`src/rtl/terminal_status_flags_defines.vh`:
```
`ifndef TERMINAL_STATUS_FLAGS_DEFINES_VH
`define TERMINAL_STATUS_FLAGS_DEFINES_VH

// Register byte offsets
`define OFS_STATUS      8'h00
`define OFS_IRQ_STATUS  8'h04
`define OFS_IRQ_MASK    8'h08
`define OFS_INIT_INFO   8'h0C

// Status register fields
`define BIT_MON_MSG     7
`define BIT_MON_PKT     6
`define BIT_T2_MSG      5
`define BIT_T1_MSG      4
`define BIT_T2_INH      3
`define BIT_T1_INH      2
`define BIT_CKSUM       1
`define BIT_RAM_INIT    0
`define BIT_T1_RESET    10
`define BIT_T2_RESET    11
`define NUM_FLAGS       8

// Interrupt status layout, shared with the mask
`define IRQ_CKSUM       14
`define IRQ_RAM_INIT    13
`define IRQ_USED        16'h600C

// Init info fields
`define INFO_AUTO_EN    0
`define INFO_T1_BUS     4
`define INFO_T2_BUS     5

// Reset values and responses
`define RST_FLAGS       8'h00
`define RST_MASK        16'h0000
`define RESP_OKAY       2'h0
`define RESP_SLVERR     2'h2
`endif

```
`src/rtl/status_flag_cell.v`:
```
module status_flag_cell (
  input  wire aclk,
  input  wire aresetn,
  input  wire set_in,
  input  wire clr_in,
  output reg  flag_reg
);

  // Set beats a clear arriving in the same cycle
  always @(posedge aclk) begin
    if (!aresetn) begin
      flag_reg <= 1'b0;
    end else if (set_in) begin
      flag_reg <= 1'b1;
    end else if (clr_in) begin
      flag_reg <= 1'b0;
    end
  end

endmodule

```
`src/rtl/terminal_status_flags.v`:
```
`include "terminal_status_flags_defines.vh"

module terminal_status_flags #(
  parameter ADDR_W = 8
) (
  input  wire              aclk,
  input  wire              aresetn,
  input  wire [ADDR_W-1:0] s_axi_awaddr,
  input  wire [2:0]        s_axi_awprot,
  input  wire              s_axi_awvalid,
  output wire              s_axi_awready,
  input  wire [31:0]       s_axi_wdata,
  input  wire [3:0]        s_axi_wstrb,
  input  wire              s_axi_wvalid,
  output wire              s_axi_wready,
  output reg  [1:0]        s_axi_bresp,
  output reg               s_axi_bvalid,
  input  wire              s_axi_bready,
  input  wire [ADDR_W-1:0] s_axi_araddr,
  input  wire [2:0]        s_axi_arprot,
  input  wire              s_axi_arvalid,
  output wire              s_axi_arready,
  output reg  [31:0]       s_axi_rdata,
  output reg  [1:0]        s_axi_rresp,
  output reg               s_axi_rvalid,
  input  wire              s_axi_rready,
  input  wire              auto_init_enable_pin,
  input  wire              mon_packet_start,
  input  wire              mon_packet_done,
  input  wire              mon_cmd_valid,
  input  wire              mon_msg_done,
  input  wire              t1_cmd_valid,
  input  wire              t1_msg_done,
  input  wire              t2_cmd_valid,
  input  wire              t2_msg_done,
  input  wire              t1_shutdown_cmd,
  input  wire              t1_override_cmd,
  input  wire              t1_shutdown_bus,
  input  wire              t2_shutdown_cmd,
  input  wire              t2_override_cmd,
  input  wire              t2_shutdown_bus,
  input  wire              checksum_fail,
  input  wire              ram_mismatch_fail,
  output wire              monitor_packet_in_progress,
  output wire              monitor_message_in_progress,
  output wire              terminal_one_message_active,
  output wire              terminal_two_message_active,
  output wire              terminal_one_bus_inhibited,
  output wire              terminal_two_bus_inhibited,
  output wire              eeprom_checksum_error,
  output wire              ram_init_mismatch,
  output reg               terminal_one_soft_reset,
  output reg               terminal_two_soft_reset,
  output reg               hw_pend_checksum,
  output reg               hw_pend_ram_init,
  output reg               t1_inhibited_bus_reg,
  output reg               t2_inhibited_bus_reg,
  output reg               auto_init_enable_reg,
  output wire              irq
);

  wire [`NUM_FLAGS-1:0] flag_set;
  wire [`NUM_FLAGS-1:0] flag_clr;
  wire [`NUM_FLAGS-1:0] flags;

  reg                   aw_full_reg;
  reg  [ADDR_W-1:0]     aw_addr_reg;
  reg                   w_full_reg;
  reg  [31:0]           w_data_reg;
  reg  [3:0]            w_strb_reg;
  reg                   capture_pending_reg;
  reg  [15:0]           irq_status_reg;
  reg  [15:0]           irq_status_next;
  reg  [15:0]           irq_mask_reg;
  reg  [31:0]           rdata_next;
  reg  [1:0]            rresp_next;
  reg                   wr_decode_ok;

  localparam [15:0]     IRQ_USED_MASK = `IRQ_USED;

  wire                  do_write;
  wire                  do_read;
  wire [15:0]           irq_event;
  wire                  wr_status;
  wire                  wr_irq_status;
  wire                  wr_irq_mask;
  wire                  t1_reset_req;
  wire                  t2_reset_req;

  // Bus handshake
  assign s_axi_awready = !aw_full_reg && !s_axi_bvalid;
  assign s_axi_wready  = !w_full_reg && !s_axi_bvalid;
  assign s_axi_arready = !s_axi_rvalid;
  assign do_write      = aw_full_reg && w_full_reg && !s_axi_bvalid;
  assign do_read       = s_axi_arvalid && s_axi_arready;

  // Address and data may arrive in either order
  always @(posedge aclk) begin
    if (!aresetn) begin
      aw_full_reg <= 1'b0;
      aw_addr_reg <= {ADDR_W{1'b0}};
    end else if (s_axi_awvalid && s_axi_awready) begin
      aw_full_reg <= 1'b1;
      aw_addr_reg <= s_axi_awaddr;
    end else if (do_write) begin
      aw_full_reg <= 1'b0;
    end
  end

  always @(posedge aclk) begin
    if (!aresetn) begin
      w_full_reg <= 1'b0;
      w_data_reg <= 32'h00000000;
      w_strb_reg <= 4'h0;
    end else if (s_axi_wvalid && s_axi_wready) begin
      w_full_reg <= 1'b1;
      w_data_reg <= s_axi_wdata;
      w_strb_reg <= s_axi_wstrb;
    end else if (do_write) begin
      w_full_reg <= 1'b0;
    end
  end

  // Write decode
  always @* begin
    case (aw_addr_reg)
      `OFS_STATUS: begin
        wr_decode_ok = 1'b1;
      end
      `OFS_IRQ_STATUS: begin
        wr_decode_ok = 1'b1;
      end
      `OFS_IRQ_MASK: begin
        wr_decode_ok = 1'b1;
      end
      `OFS_INIT_INFO: begin
        wr_decode_ok = 1'b1;
      end
      default: begin
        wr_decode_ok = 1'b0;
      end
    endcase
  end

  assign wr_status     = do_write && (aw_addr_reg == `OFS_STATUS);
  assign wr_irq_status = do_write && (aw_addr_reg == `OFS_IRQ_STATUS);
  assign wr_irq_mask   = do_write && (aw_addr_reg == `OFS_IRQ_MASK);

  always @(posedge aclk) begin
    if (!aresetn) begin
      s_axi_bvalid <= 1'b0;
      s_axi_bresp  <= `RESP_OKAY;
    end else if (do_write) begin
      s_axi_bvalid <= 1'b1;
      s_axi_bresp  <= wr_decode_ok ? `RESP_OKAY : `RESP_SLVERR;
    end else if (s_axi_bready) begin
      s_axi_bvalid <= 1'b0;
    end
  end

  // Soft reset requests live in byte lane 1 (bits 15:8)
  assign t1_reset_req = wr_status && w_strb_reg[1] && w_data_reg[`BIT_T1_RESET];
  assign t2_reset_req = wr_status && w_strb_reg[1] && w_data_reg[`BIT_T2_RESET];

  // One-cycle pulses; the soft reset engine itself sits elsewhere
  always @(posedge aclk) begin
    if (!aresetn) begin
      terminal_one_soft_reset <= 1'b0;
      terminal_two_soft_reset <= 1'b0;
    end else begin
      terminal_one_soft_reset <= t1_reset_req;
      terminal_two_soft_reset <= t2_reset_req;
    end
  end

  always @(posedge aclk) begin
    if (!aresetn) begin
      capture_pending_reg  <= 1'b1;
      auto_init_enable_reg <= 1'b0;
    end else if (capture_pending_reg) begin
      capture_pending_reg  <= 1'b0;
      auto_init_enable_reg <= auto_init_enable_pin;
    end
  end

  assign flag_set[`BIT_MON_MSG]  = mon_cmd_valid;
  assign flag_clr[`BIT_MON_MSG]  = mon_msg_done;
  assign flag_set[`BIT_MON_PKT]  = mon_packet_start;
  assign flag_clr[`BIT_MON_PKT]  = mon_packet_done;
  assign flag_set[`BIT_T2_MSG]   = t2_cmd_valid;
  assign flag_clr[`BIT_T2_MSG]   = t2_msg_done;
  assign flag_set[`BIT_T1_MSG]   = t1_cmd_valid;
  assign flag_clr[`BIT_T1_MSG]   = t1_msg_done;
  assign flag_set[`BIT_T2_INH]   = t2_shutdown_cmd;
  // Override or soft reset ends it
  assign flag_clr[`BIT_T2_INH]   = t2_override_cmd || t2_reset_req;
  assign flag_set[`BIT_T1_INH]   = t1_shutdown_cmd;
  // Override or soft reset ends it
  assign flag_clr[`BIT_T1_INH]   = t1_override_cmd || t1_reset_req;
  assign flag_set[`BIT_CKSUM]    = checksum_fail && auto_init_enable_reg;
  assign flag_clr[`BIT_CKSUM]    = 1'b0;
  assign flag_set[`BIT_RAM_INIT] = ram_mismatch_fail && auto_init_enable_reg;
  assign flag_clr[`BIT_RAM_INIT] = 1'b0;

  genvar gi;
  generate
    for (gi = 0; gi < `NUM_FLAGS; gi = gi + 1) begin : g_flag
      status_flag_cell u_cell (
        .aclk     (aclk),
        .aresetn  (aresetn),
        .set_in   (flag_set[gi]),
        .clr_in   (flag_clr[gi]),
        .flag_reg (flags[gi])
      );
    end
  endgenerate

  assign monitor_message_in_progress = flags[`BIT_MON_MSG];
  assign monitor_packet_in_progress  = flags[`BIT_MON_PKT];
  assign terminal_two_message_active = flags[`BIT_T2_MSG];
  assign terminal_one_message_active = flags[`BIT_T1_MSG];
  assign terminal_two_bus_inhibited  = flags[`BIT_T2_INH];
  assign terminal_one_bus_inhibited  = flags[`BIT_T1_INH];
  assign eeprom_checksum_error       = flags[`BIT_CKSUM];
  assign ram_init_mismatch           = flags[`BIT_RAM_INIT];

  always @(posedge aclk) begin
    if (!aresetn) begin
      t1_inhibited_bus_reg <= 1'b0;
      t2_inhibited_bus_reg <= 1'b0;
    end else begin
      if (t1_shutdown_cmd) begin
        t1_inhibited_bus_reg <= t1_shutdown_bus;
      end
      if (t2_shutdown_cmd) begin
        t2_inhibited_bus_reg <= t2_shutdown_bus;
      end
    end
  end

  always @(posedge aclk) begin
    if (!aresetn) begin
      hw_pend_checksum <= 1'b0;
      hw_pend_ram_init <= 1'b0;
    end else begin
      hw_pend_checksum <= flag_set[`BIT_CKSUM];
      hw_pend_ram_init <= flag_set[`BIT_RAM_INIT];
    end
  end

  // Local interrupt events
  assign irq_event = {1'b0,
                      flag_set[`BIT_CKSUM],
                      flag_set[`BIT_RAM_INIT],
                      9'h000,
                      flag_set[`BIT_T2_INH] && !flags[`BIT_T2_INH],
                      flag_set[`BIT_T1_INH] && !flags[`BIT_T1_INH],
                      2'h0};

  // Write-one-to-clear; a new event wins over the clear
  always @* begin
    irq_status_next = irq_status_reg;
    if (wr_irq_status) begin
      if (w_strb_reg[0]) begin
        irq_status_next[7:0] = irq_status_reg[7:0] & ~w_data_reg[7:0];
      end
      if (w_strb_reg[1]) begin
        irq_status_next[15:8] = irq_status_reg[15:8] & ~w_data_reg[15:8];
      end
    end
    irq_status_next = irq_status_next | irq_event;
  end

  always @(posedge aclk) begin
    if (!aresetn) begin
      irq_status_reg <= 16'h0000;
    end else begin
      irq_status_reg <= irq_status_next;
    end
  end

  always @(posedge aclk) begin
    if (!aresetn) begin
      irq_mask_reg <= `RST_MASK;
    end else if (wr_irq_mask) begin
      if (w_strb_reg[0]) begin
        irq_mask_reg[7:0] <= w_data_reg[7:0] & IRQ_USED_MASK[7:0];
      end
      if (w_strb_reg[1]) begin
        irq_mask_reg[15:8] <= w_data_reg[15:8] & IRQ_USED_MASK[15:8];
      end
    end
  end

  assign irq = |(irq_status_reg & irq_mask_reg);

  // Read mux; unused and upper bits read zero
  always @* begin
    rdata_next = 32'h00000000;
    rresp_next = `RESP_OKAY;
    case (s_axi_araddr)
      `OFS_STATUS: begin
        rdata_next[`NUM_FLAGS-1:0] = flags;
      end
      `OFS_IRQ_STATUS: begin
        rdata_next[15:0] = irq_status_reg;
      end
      `OFS_IRQ_MASK: begin
        rdata_next[15:0] = irq_mask_reg;
      end
      `OFS_INIT_INFO: begin
        rdata_next[`INFO_AUTO_EN] = auto_init_enable_reg;
        rdata_next[`INFO_T1_BUS]  = t1_inhibited_bus_reg;
        rdata_next[`INFO_T2_BUS]  = t2_inhibited_bus_reg;
      end
      default: begin
        rresp_next = `RESP_SLVERR;
      end
    endcase
  end

  always @(posedge aclk) begin
    if (!aresetn) begin
      s_axi_rvalid <= 1'b0;
      s_axi_rdata  <= 32'h00000000;
      s_axi_rresp  <= `RESP_OKAY;
    end else if (do_read) begin
      s_axi_rvalid <= 1'b1;
      s_axi_rdata  <= rdata_next;
      s_axi_rresp  <= rresp_next;
    end else if (s_axi_rready) begin
      s_axi_rvalid <= 1'b0;
    end
  end

endmodule

```
`config.mk`:
```
export PLATFORM = sky130hd
export DESIGN_NAME = terminal_status_flags
export DESIGN_NICKNAME = d
export VERILOG_FILES = /design/src/rtl/status_flag_cell.v /design/src/rtl/terminal_status_flags.v
export VERILOG_INCLUDE_DIRS = /design/src /design/src/rtl
export SDC_FILE = /design/constraint.sdc
export NUM_CORES = 1
export LEC_CHECK = 0
export BUFFER_PORTS_ARGS = -buffer_cell sky130_fd_sc_hd__buf_2
export CORE_ASPECT_RATIO = 1.25
export CORE_MARGIN = 5
export CORE_UTILIZATION = 52
export CTS_CLUSTER_DIAMETER = 150
export DETAILED_ROUTE_END_ITERATION = 16
export PLACE_DENSITY = 0.85
export RECOVER_POWER = 25
export SLEW_MARGIN = 20
export SYNTH_ARGS = -nofsm -noshare
export SYNTH_HDL_FRONTEND = slang
export SYNTH_SLANG_ARGS = --single-unit
```
`constraint.sdc`:
```
create_clock -name aclk -period 2.8 [get_ports aclk]
set_input_delay 0.14 -clock aclk [delete_from_list [all_inputs] [get_ports aclk]]
set_output_delay 0.14 -clock aclk [all_outputs]
set_load 0.005 [all_outputs]
```
==> After elaboration in Yosys (flattened, before gate mapping) <==
Cells that the tools add are included.
{ "op_classes": {"n_eq_ne": 6, "mux": 31, "bitwise_logic": 6, "reduce_logical": 42} }
{ "op_table": {"columns": ["cell", "n"], "rows": [
  ["$eq A8 B4 Y1 const B", 4],
  ["$mux W1", 21],
  ["$reduce_bool A2 Y1", 10],
  ["$logic_and A1 B1 Y1", 17],
  ["$and A16 B15 Y16", 1],
  ["$and A8 B8 Y8", 2],
  ["$eq A8 B3 Y1 const B", 2],
  ["$logic_not A8 Y1", 2],
  ["$mux W16", 1],
  ["$mux W8", 2],
  ["$not A8 Y8", 2],
  ["$or A16 B15 Y16", 1],
  ["$pmux W8 S2", 1],
  ["$reduce_or A16 Y1", 1],
  ["$pmux W3 S3", 1],
  ["$reduce_or A4 Y1", 2],
  ["$logic_not A1 Y1", 6],
  ["$pmux W2 S3", 1],
  ["$mux W2", 2],
  ["$pmux W2 S2", 1],
  ["$reduce_and A2 Y1", 2],
  ["$pmux W1 S3", 1],
  ["$logic_or A1 B1 Y1", 2]
]} }
{ "totals": {"reg_bits": 86, "in_bits": 82, "output_inout_bits": 57, "elab_cells": 114} }

==> Depth between registers and ports, before layout <==
{ "depth": {"depth_word": 8, "depth_mapped": 6, "depth_no_buf": 4} }

==> By module <==
Synthesis repeated with hierarchy kept, for this count alone.
{ "unflattened": {"hier_cells": 377, "hier_area_um2": 3415.8} }
{ "by_module_without_submodules": {"columns": ["module", "instances", "cells_each", "area_per_inst_um2"], "rows": [
  ["terminal_status_flags", 1, 353, 3085.5],
  ["status_flag_cell", 8, 3, 41.3]
]} }

==> Worst setup path before layout <==
No wires, ideal clock.
{ "synth_path": {"kind": "register to register", "from": "reg s_axi_rvalid", "to": "reg s_axi_rdata[5]", "t_arrival_ns": 1.536, "setup_slack_ns": 1.178, "stages_incl_launch_ff": 4, "n_path_buf": 0, "synth_period_minus_slack_ns": 1.622, "path_cell_list": "dfxtp_1 or4b_4 or3_4 a221oi_2"} }
{ "synth_between": {"elab_chain_len": 2} }
{ "synth_rtl": {"columns": ["element", "line_no", "rtl"], "rows": [
  ["start: declaration", "terminal_status_flags.v:25", "output reg s_axi_rvalid,"],
  ["start signal: assignment", "terminal_status_flags.v:324", "s_axi_rvalid <= 1'b0;"],
  ["start signal: assignment", "terminal_status_flags.v:328", "s_axi_rvalid <= 1'b1;"],
  ["start signal: assignment", "terminal_status_flags.v:332", "s_axi_rvalid <= 1'b0;"],
  ["$logic_not A1 Y1", "terminal_status_flags.v:93", "assign s_axi_arready = !s_axi_rvalid;"],
  ["$logic_and A1 B1 Y1", "terminal_status_flags.v:95", "assign do_read = s_axi_arvalid && s_axi_arready;"],
  ["end signal: assignment", "terminal_status_flags.v:329", "s_axi_rdata <= rdata_next;"],
  ["end: declaration", "terminal_status_flags.v:23", "output reg [31:0] s_axi_rdata,"]
]} }
Every way passes these cells.
A chain may end at the register's enable or synchronous reset.

==> Worst setup path after layout <==
{ "layout_path": {"from": "in aresetn", "to": "reg s_axi_rresp[1]"} }
{ "layout_rtl": {"columns": ["element", "line_no", "rtl"], "rows": [
  ["start: declaration", "terminal_status_flags.v:7", "input wire aresetn,"],
  ["end signal: assignment", "terminal_status_flags.v:326", "s_axi_rresp <= `RESP_OKAY;"],
  ["end signal: assignment", "terminal_status_flags.v:330", "s_axi_rresp <= rresp_next;"],
  ["end: declaration", "terminal_status_flags.v:24", "output reg [1:0] s_axi_rresp,"]
]} }
No word-level cell between the ends.

==> run summary <==
I/O Pins -> 139
final setup vio count -> 0
H-tree Lvls -> 3
fillers -> 566
Final Core Density -> 63.33%
core area -> 6482 sq um
drt first pass iters -> 5
Async SR Flop Fraction -> 0%
syn_area_per_cell -> 9.316 sq um
Largest stage delay, worst path -> 1.07 ns
pwr dens -> 587.4 nW/um^2
CTS buffer count -> 9
Leakage Power -> 1.781 nW
routability cong. -> 0.7815
CP max stage cell -> clkbuf_1
CP Launch Type -> primary input
Rel. slew slack -> -1.152%
I/O Buffers -> 96
Max-Cap Viols -> 1
Initial DRC Count -> 153
WHS Endpoint -> g_flag[6].u_cell.flag_reg
dpl hpwl -> 6.148 mm
Mapped Cells -> 366
setup tns final -> 0 ns
worst r2r src -> aw_addr_reg[4]
overall die area -> 8286 sq um
f_max -> 504.7 MHz
RSZ-0062 raised after global routing -> false
DR DRC count -> 0
cell count of the worst reg-to-reg path -> 3
drt via density -> 5.175
num rows -> 33
failing checks -> max-capacitance violations, max-slew violations
CTS tree -> yes
largest net degree at the start of global routing -> 46
Fin Clk Skew -> 0.01216 ns
Total GRT Usage -> 20.10%
Final Max Tran Viols -> 39
WL final -> 8.266 mm
#FFs+latches synth -> 84
top_reg_cell synth -> dfxtp_1
dominant cells by area after synthesis -> dfxtp_1 49%, nand2_1 7.7%, a21oi_1 6.3%
r2r endpoint -> irq_status_reg[14]
Mapped Area -> 3410 sq um
antenna violations before repair -> 0
CP Class -> primary input to flip-flop
area share of the largest cell type after synthesis -> 49.32%
share of layout cells above drive strength 1 -> 27.04%
initial core utilization -> 52.60%
die width -> 82.43 microns
clock tree buffer depth -> 2
worst skew pair latency -> 0.35 ns
Clk pwr share -> 36.5%
worst-path cell chain -> clkbuf_1 > inv_2 > clkbuf_2 > a221oi_1
multi-input logic area -> 1545 sq um
CP Max Fanout -> 45
Worst Path Arrival -> 2.24 ns
HP Start -> mon_packet_start
# diodes -> 0
hold depth -> 3
vias in the first global route -> 2,730
Slew @ Worst Pin -> 1.517 ns
total number of vias -> 2,862
Period Utilization, post-route -> 70.77%
Wirelength per Cell -> 14.95 microns
Post-synth EDFFs -> 0
Psw -> 0.6412 mW
clk sinks -> 84
GRT overflow -> 0
area leader, netlist -> dfxtp_1
Clock transition at path regs -> 0.09 ns
sequential cell area fraction in the yosys report -> 49.32%
switch share -> 26.59%
HP Class -> primary input to flip-flop
FF/Latch Area -> 1682 sq um
final worst path period need -> 1.981 ns
first-pass GRT wire length -> 12.91 mm
root buf cell -> clkbuf_8
final hold vios -> 0
reg2reg setup slack -> 0.85 ns
Comb power frac -> 10.4%
area grow syn2layout -> 20.40%
DRT antenna net count -> 0
Internal Dissipation -> 1.770 mW
Nets -> 543
status -> finished, violations left
YS warnings -> 0
Flop pwr share -> 53.1%
Peak VDD IR -> 0.4503 mV
Netlist cell types -> 46
die height -> 100.5 microns
critical path data required time -> 3.06 ns
crit path capture type -> flip-flop
[power groups by stage]
| stage | Combinational, mW | Clock [mW] | Sequential [mW] |
|---|---|---|---|
| 5_1_grt | 0.279 | 0.952 | 1.29 |
| 3_5_place_dp | 0.248 | 0 | 1.31 |
| 4_1_cts | 0.253 | 0.897 | 1.28 |
| 2_1_floorplan | 0.176 | 0 | 1.30 |
| 3_3_place_gp | 0.240 | 0 | 1.30 |
| 6_report | 0.252 | 0.880 | 1.28 |
[cells in the final DEF (no fill, tap or decap), types with 3 or more instances in the layout]
| cell type | instances |
|---|---|
| a21oi_1 | 43 |
| a221oi_2 | 3 |
| a22o_1 | 6 |
| a32oi_1 | 3 |
| and4_1 | 3 |
| buf_2 | 88 |
| clkbuf_1 | 8 |
| clkbuf_8 | 9 |
| conb_1 | 18 |
| dfxtp_1 | 84 |
| dlygate4sd3_1 | 3 |
| inv_1 | 11 |
| inv_6 | 4 |
| mux2_2 | 4 |
| mux2i_1 | 19 |
| nand2_1 | 70 |
| nand2b_1 | 4 |
| nand3_1 | 3 |
| nand3b_1 | 5 |
| nor2_1 | 19 |
| nor2b_1 | 8 |
| nor4_1 | 3 |
| nor4_4 | 5 |
| o21ai_0 | 4 |
| o2bb2ai_1 | 3 |
[layout make-up]
cell class,instances,area share [%]
sequential,84,40.96
multi-input combinational,252,37.64
timing repair buffer,102,12.68
clock buffer,9,3.017
tap,87,2.652
clock inverter,7,1.951
inverter,12,1.097
[synth_stat cells (2+ instances only)]
cell / number
buf_2: 2
a32oi_1: 3
a222oi_1: 2
buf_1: 2
nor4_4: 5
a211oi_1: 2
nand2b_1: 4
nand3_1: 3
mux2_2: 4
and4_1: 3
nor3b_1: 2
a31oi_1: 2
nand2_1: 70
dfxtp_1: 84
and3_1: 2
a221o_1: 2
a22oi_1: 2
nand3b_1: 5
clkbuf_1: 13
nor2b_1: 8
mux2i_1: 19
o2bb2ai_1: 3
nor4_1: 3
a22o_1: 6
o21ai_0: 4
inv_1: 11
a221oi_2: 3
nor2_1: 19
buf_4: 18
a41oi_1: 2
a21oi_1: 43
[repair_timing]
item / in CTS / in global routing
setup endpoints to repair: 0 / 0
setup buffers: 0 / 0
hold buffers: 3 / 0
hold endpoints to repair: 3 / 0
gates resized for setup: 0 / 0
[metrics by stage]
stage | hold slack (ns) | setup WS (ns) | instance area, sq um | cells | power (mW)
2_1_floorplan | 0.2574 | 1.178 | 3473 | 383 | 1.471
3_3_place_gp | 0.3453 | 0.9103 | 3884 | 534 | 1.544
3_5_place_dp | 0.3546 | 0.8827 | 3884 | 534 | 1.555
4_1_cts | 0.0007067 | 0.8670 | 4118 | 553 | 2.429
5_1_grt | 0.007649 | 0.6144 | 4105 | 553 | 2.517
6_report | 0.005475 | 0.8185 | 4105 | 553 | 2.411
[cell families (layout without fill, tap and decap cells)]
group / count (synthesis) / after routing / synth area share (%)
AND/OR/NAND/NOR: 136 / 136 / 21.95
other: 1 / 18 / 0.1100
multiplexers: 23 / 23 / 6.899
buffers and inverters: 47 / 130 / 7.229
flip-flops: 84 / 84 / 49.32
AO/OA/AOI/OAI: 75 / 75 / 14.50
[layer usage]
metal	up-vias	global-route usage (%)	part of all wire (%)
li1	1424	-	-
met1	1318	25.17	42
met2	108	32.78	48
met3	12	5.814	7.7
met4	0	6.650	1.5
met5	-	0	0
[worst max-delay path, delay by kind of cell]
family                 cells  cell delay (ns)
AOI/OAI and AO/OA          1             0.39
buffers and inverters      3             1.69
[how the worst max path moves through the flow]
stage / start / endpoint / cells after the start
after global placement: aw_addr_reg[4] / irq_status_reg[13] / 3
after floorplan: s_axi_rvalid / s_axi_rdata[5] / 3
after detailed placement: aw_addr_reg[4] / irq_status_reg[14] / 3
after CTS: aw_addr_reg[4] / irq_status_reg[14] / 3
after global routing: aresetn / s_axi_rdata[2] / 4
final: aresetn / s_axi_rresp[1] / 4
Power figures use the tool's default switching activity.
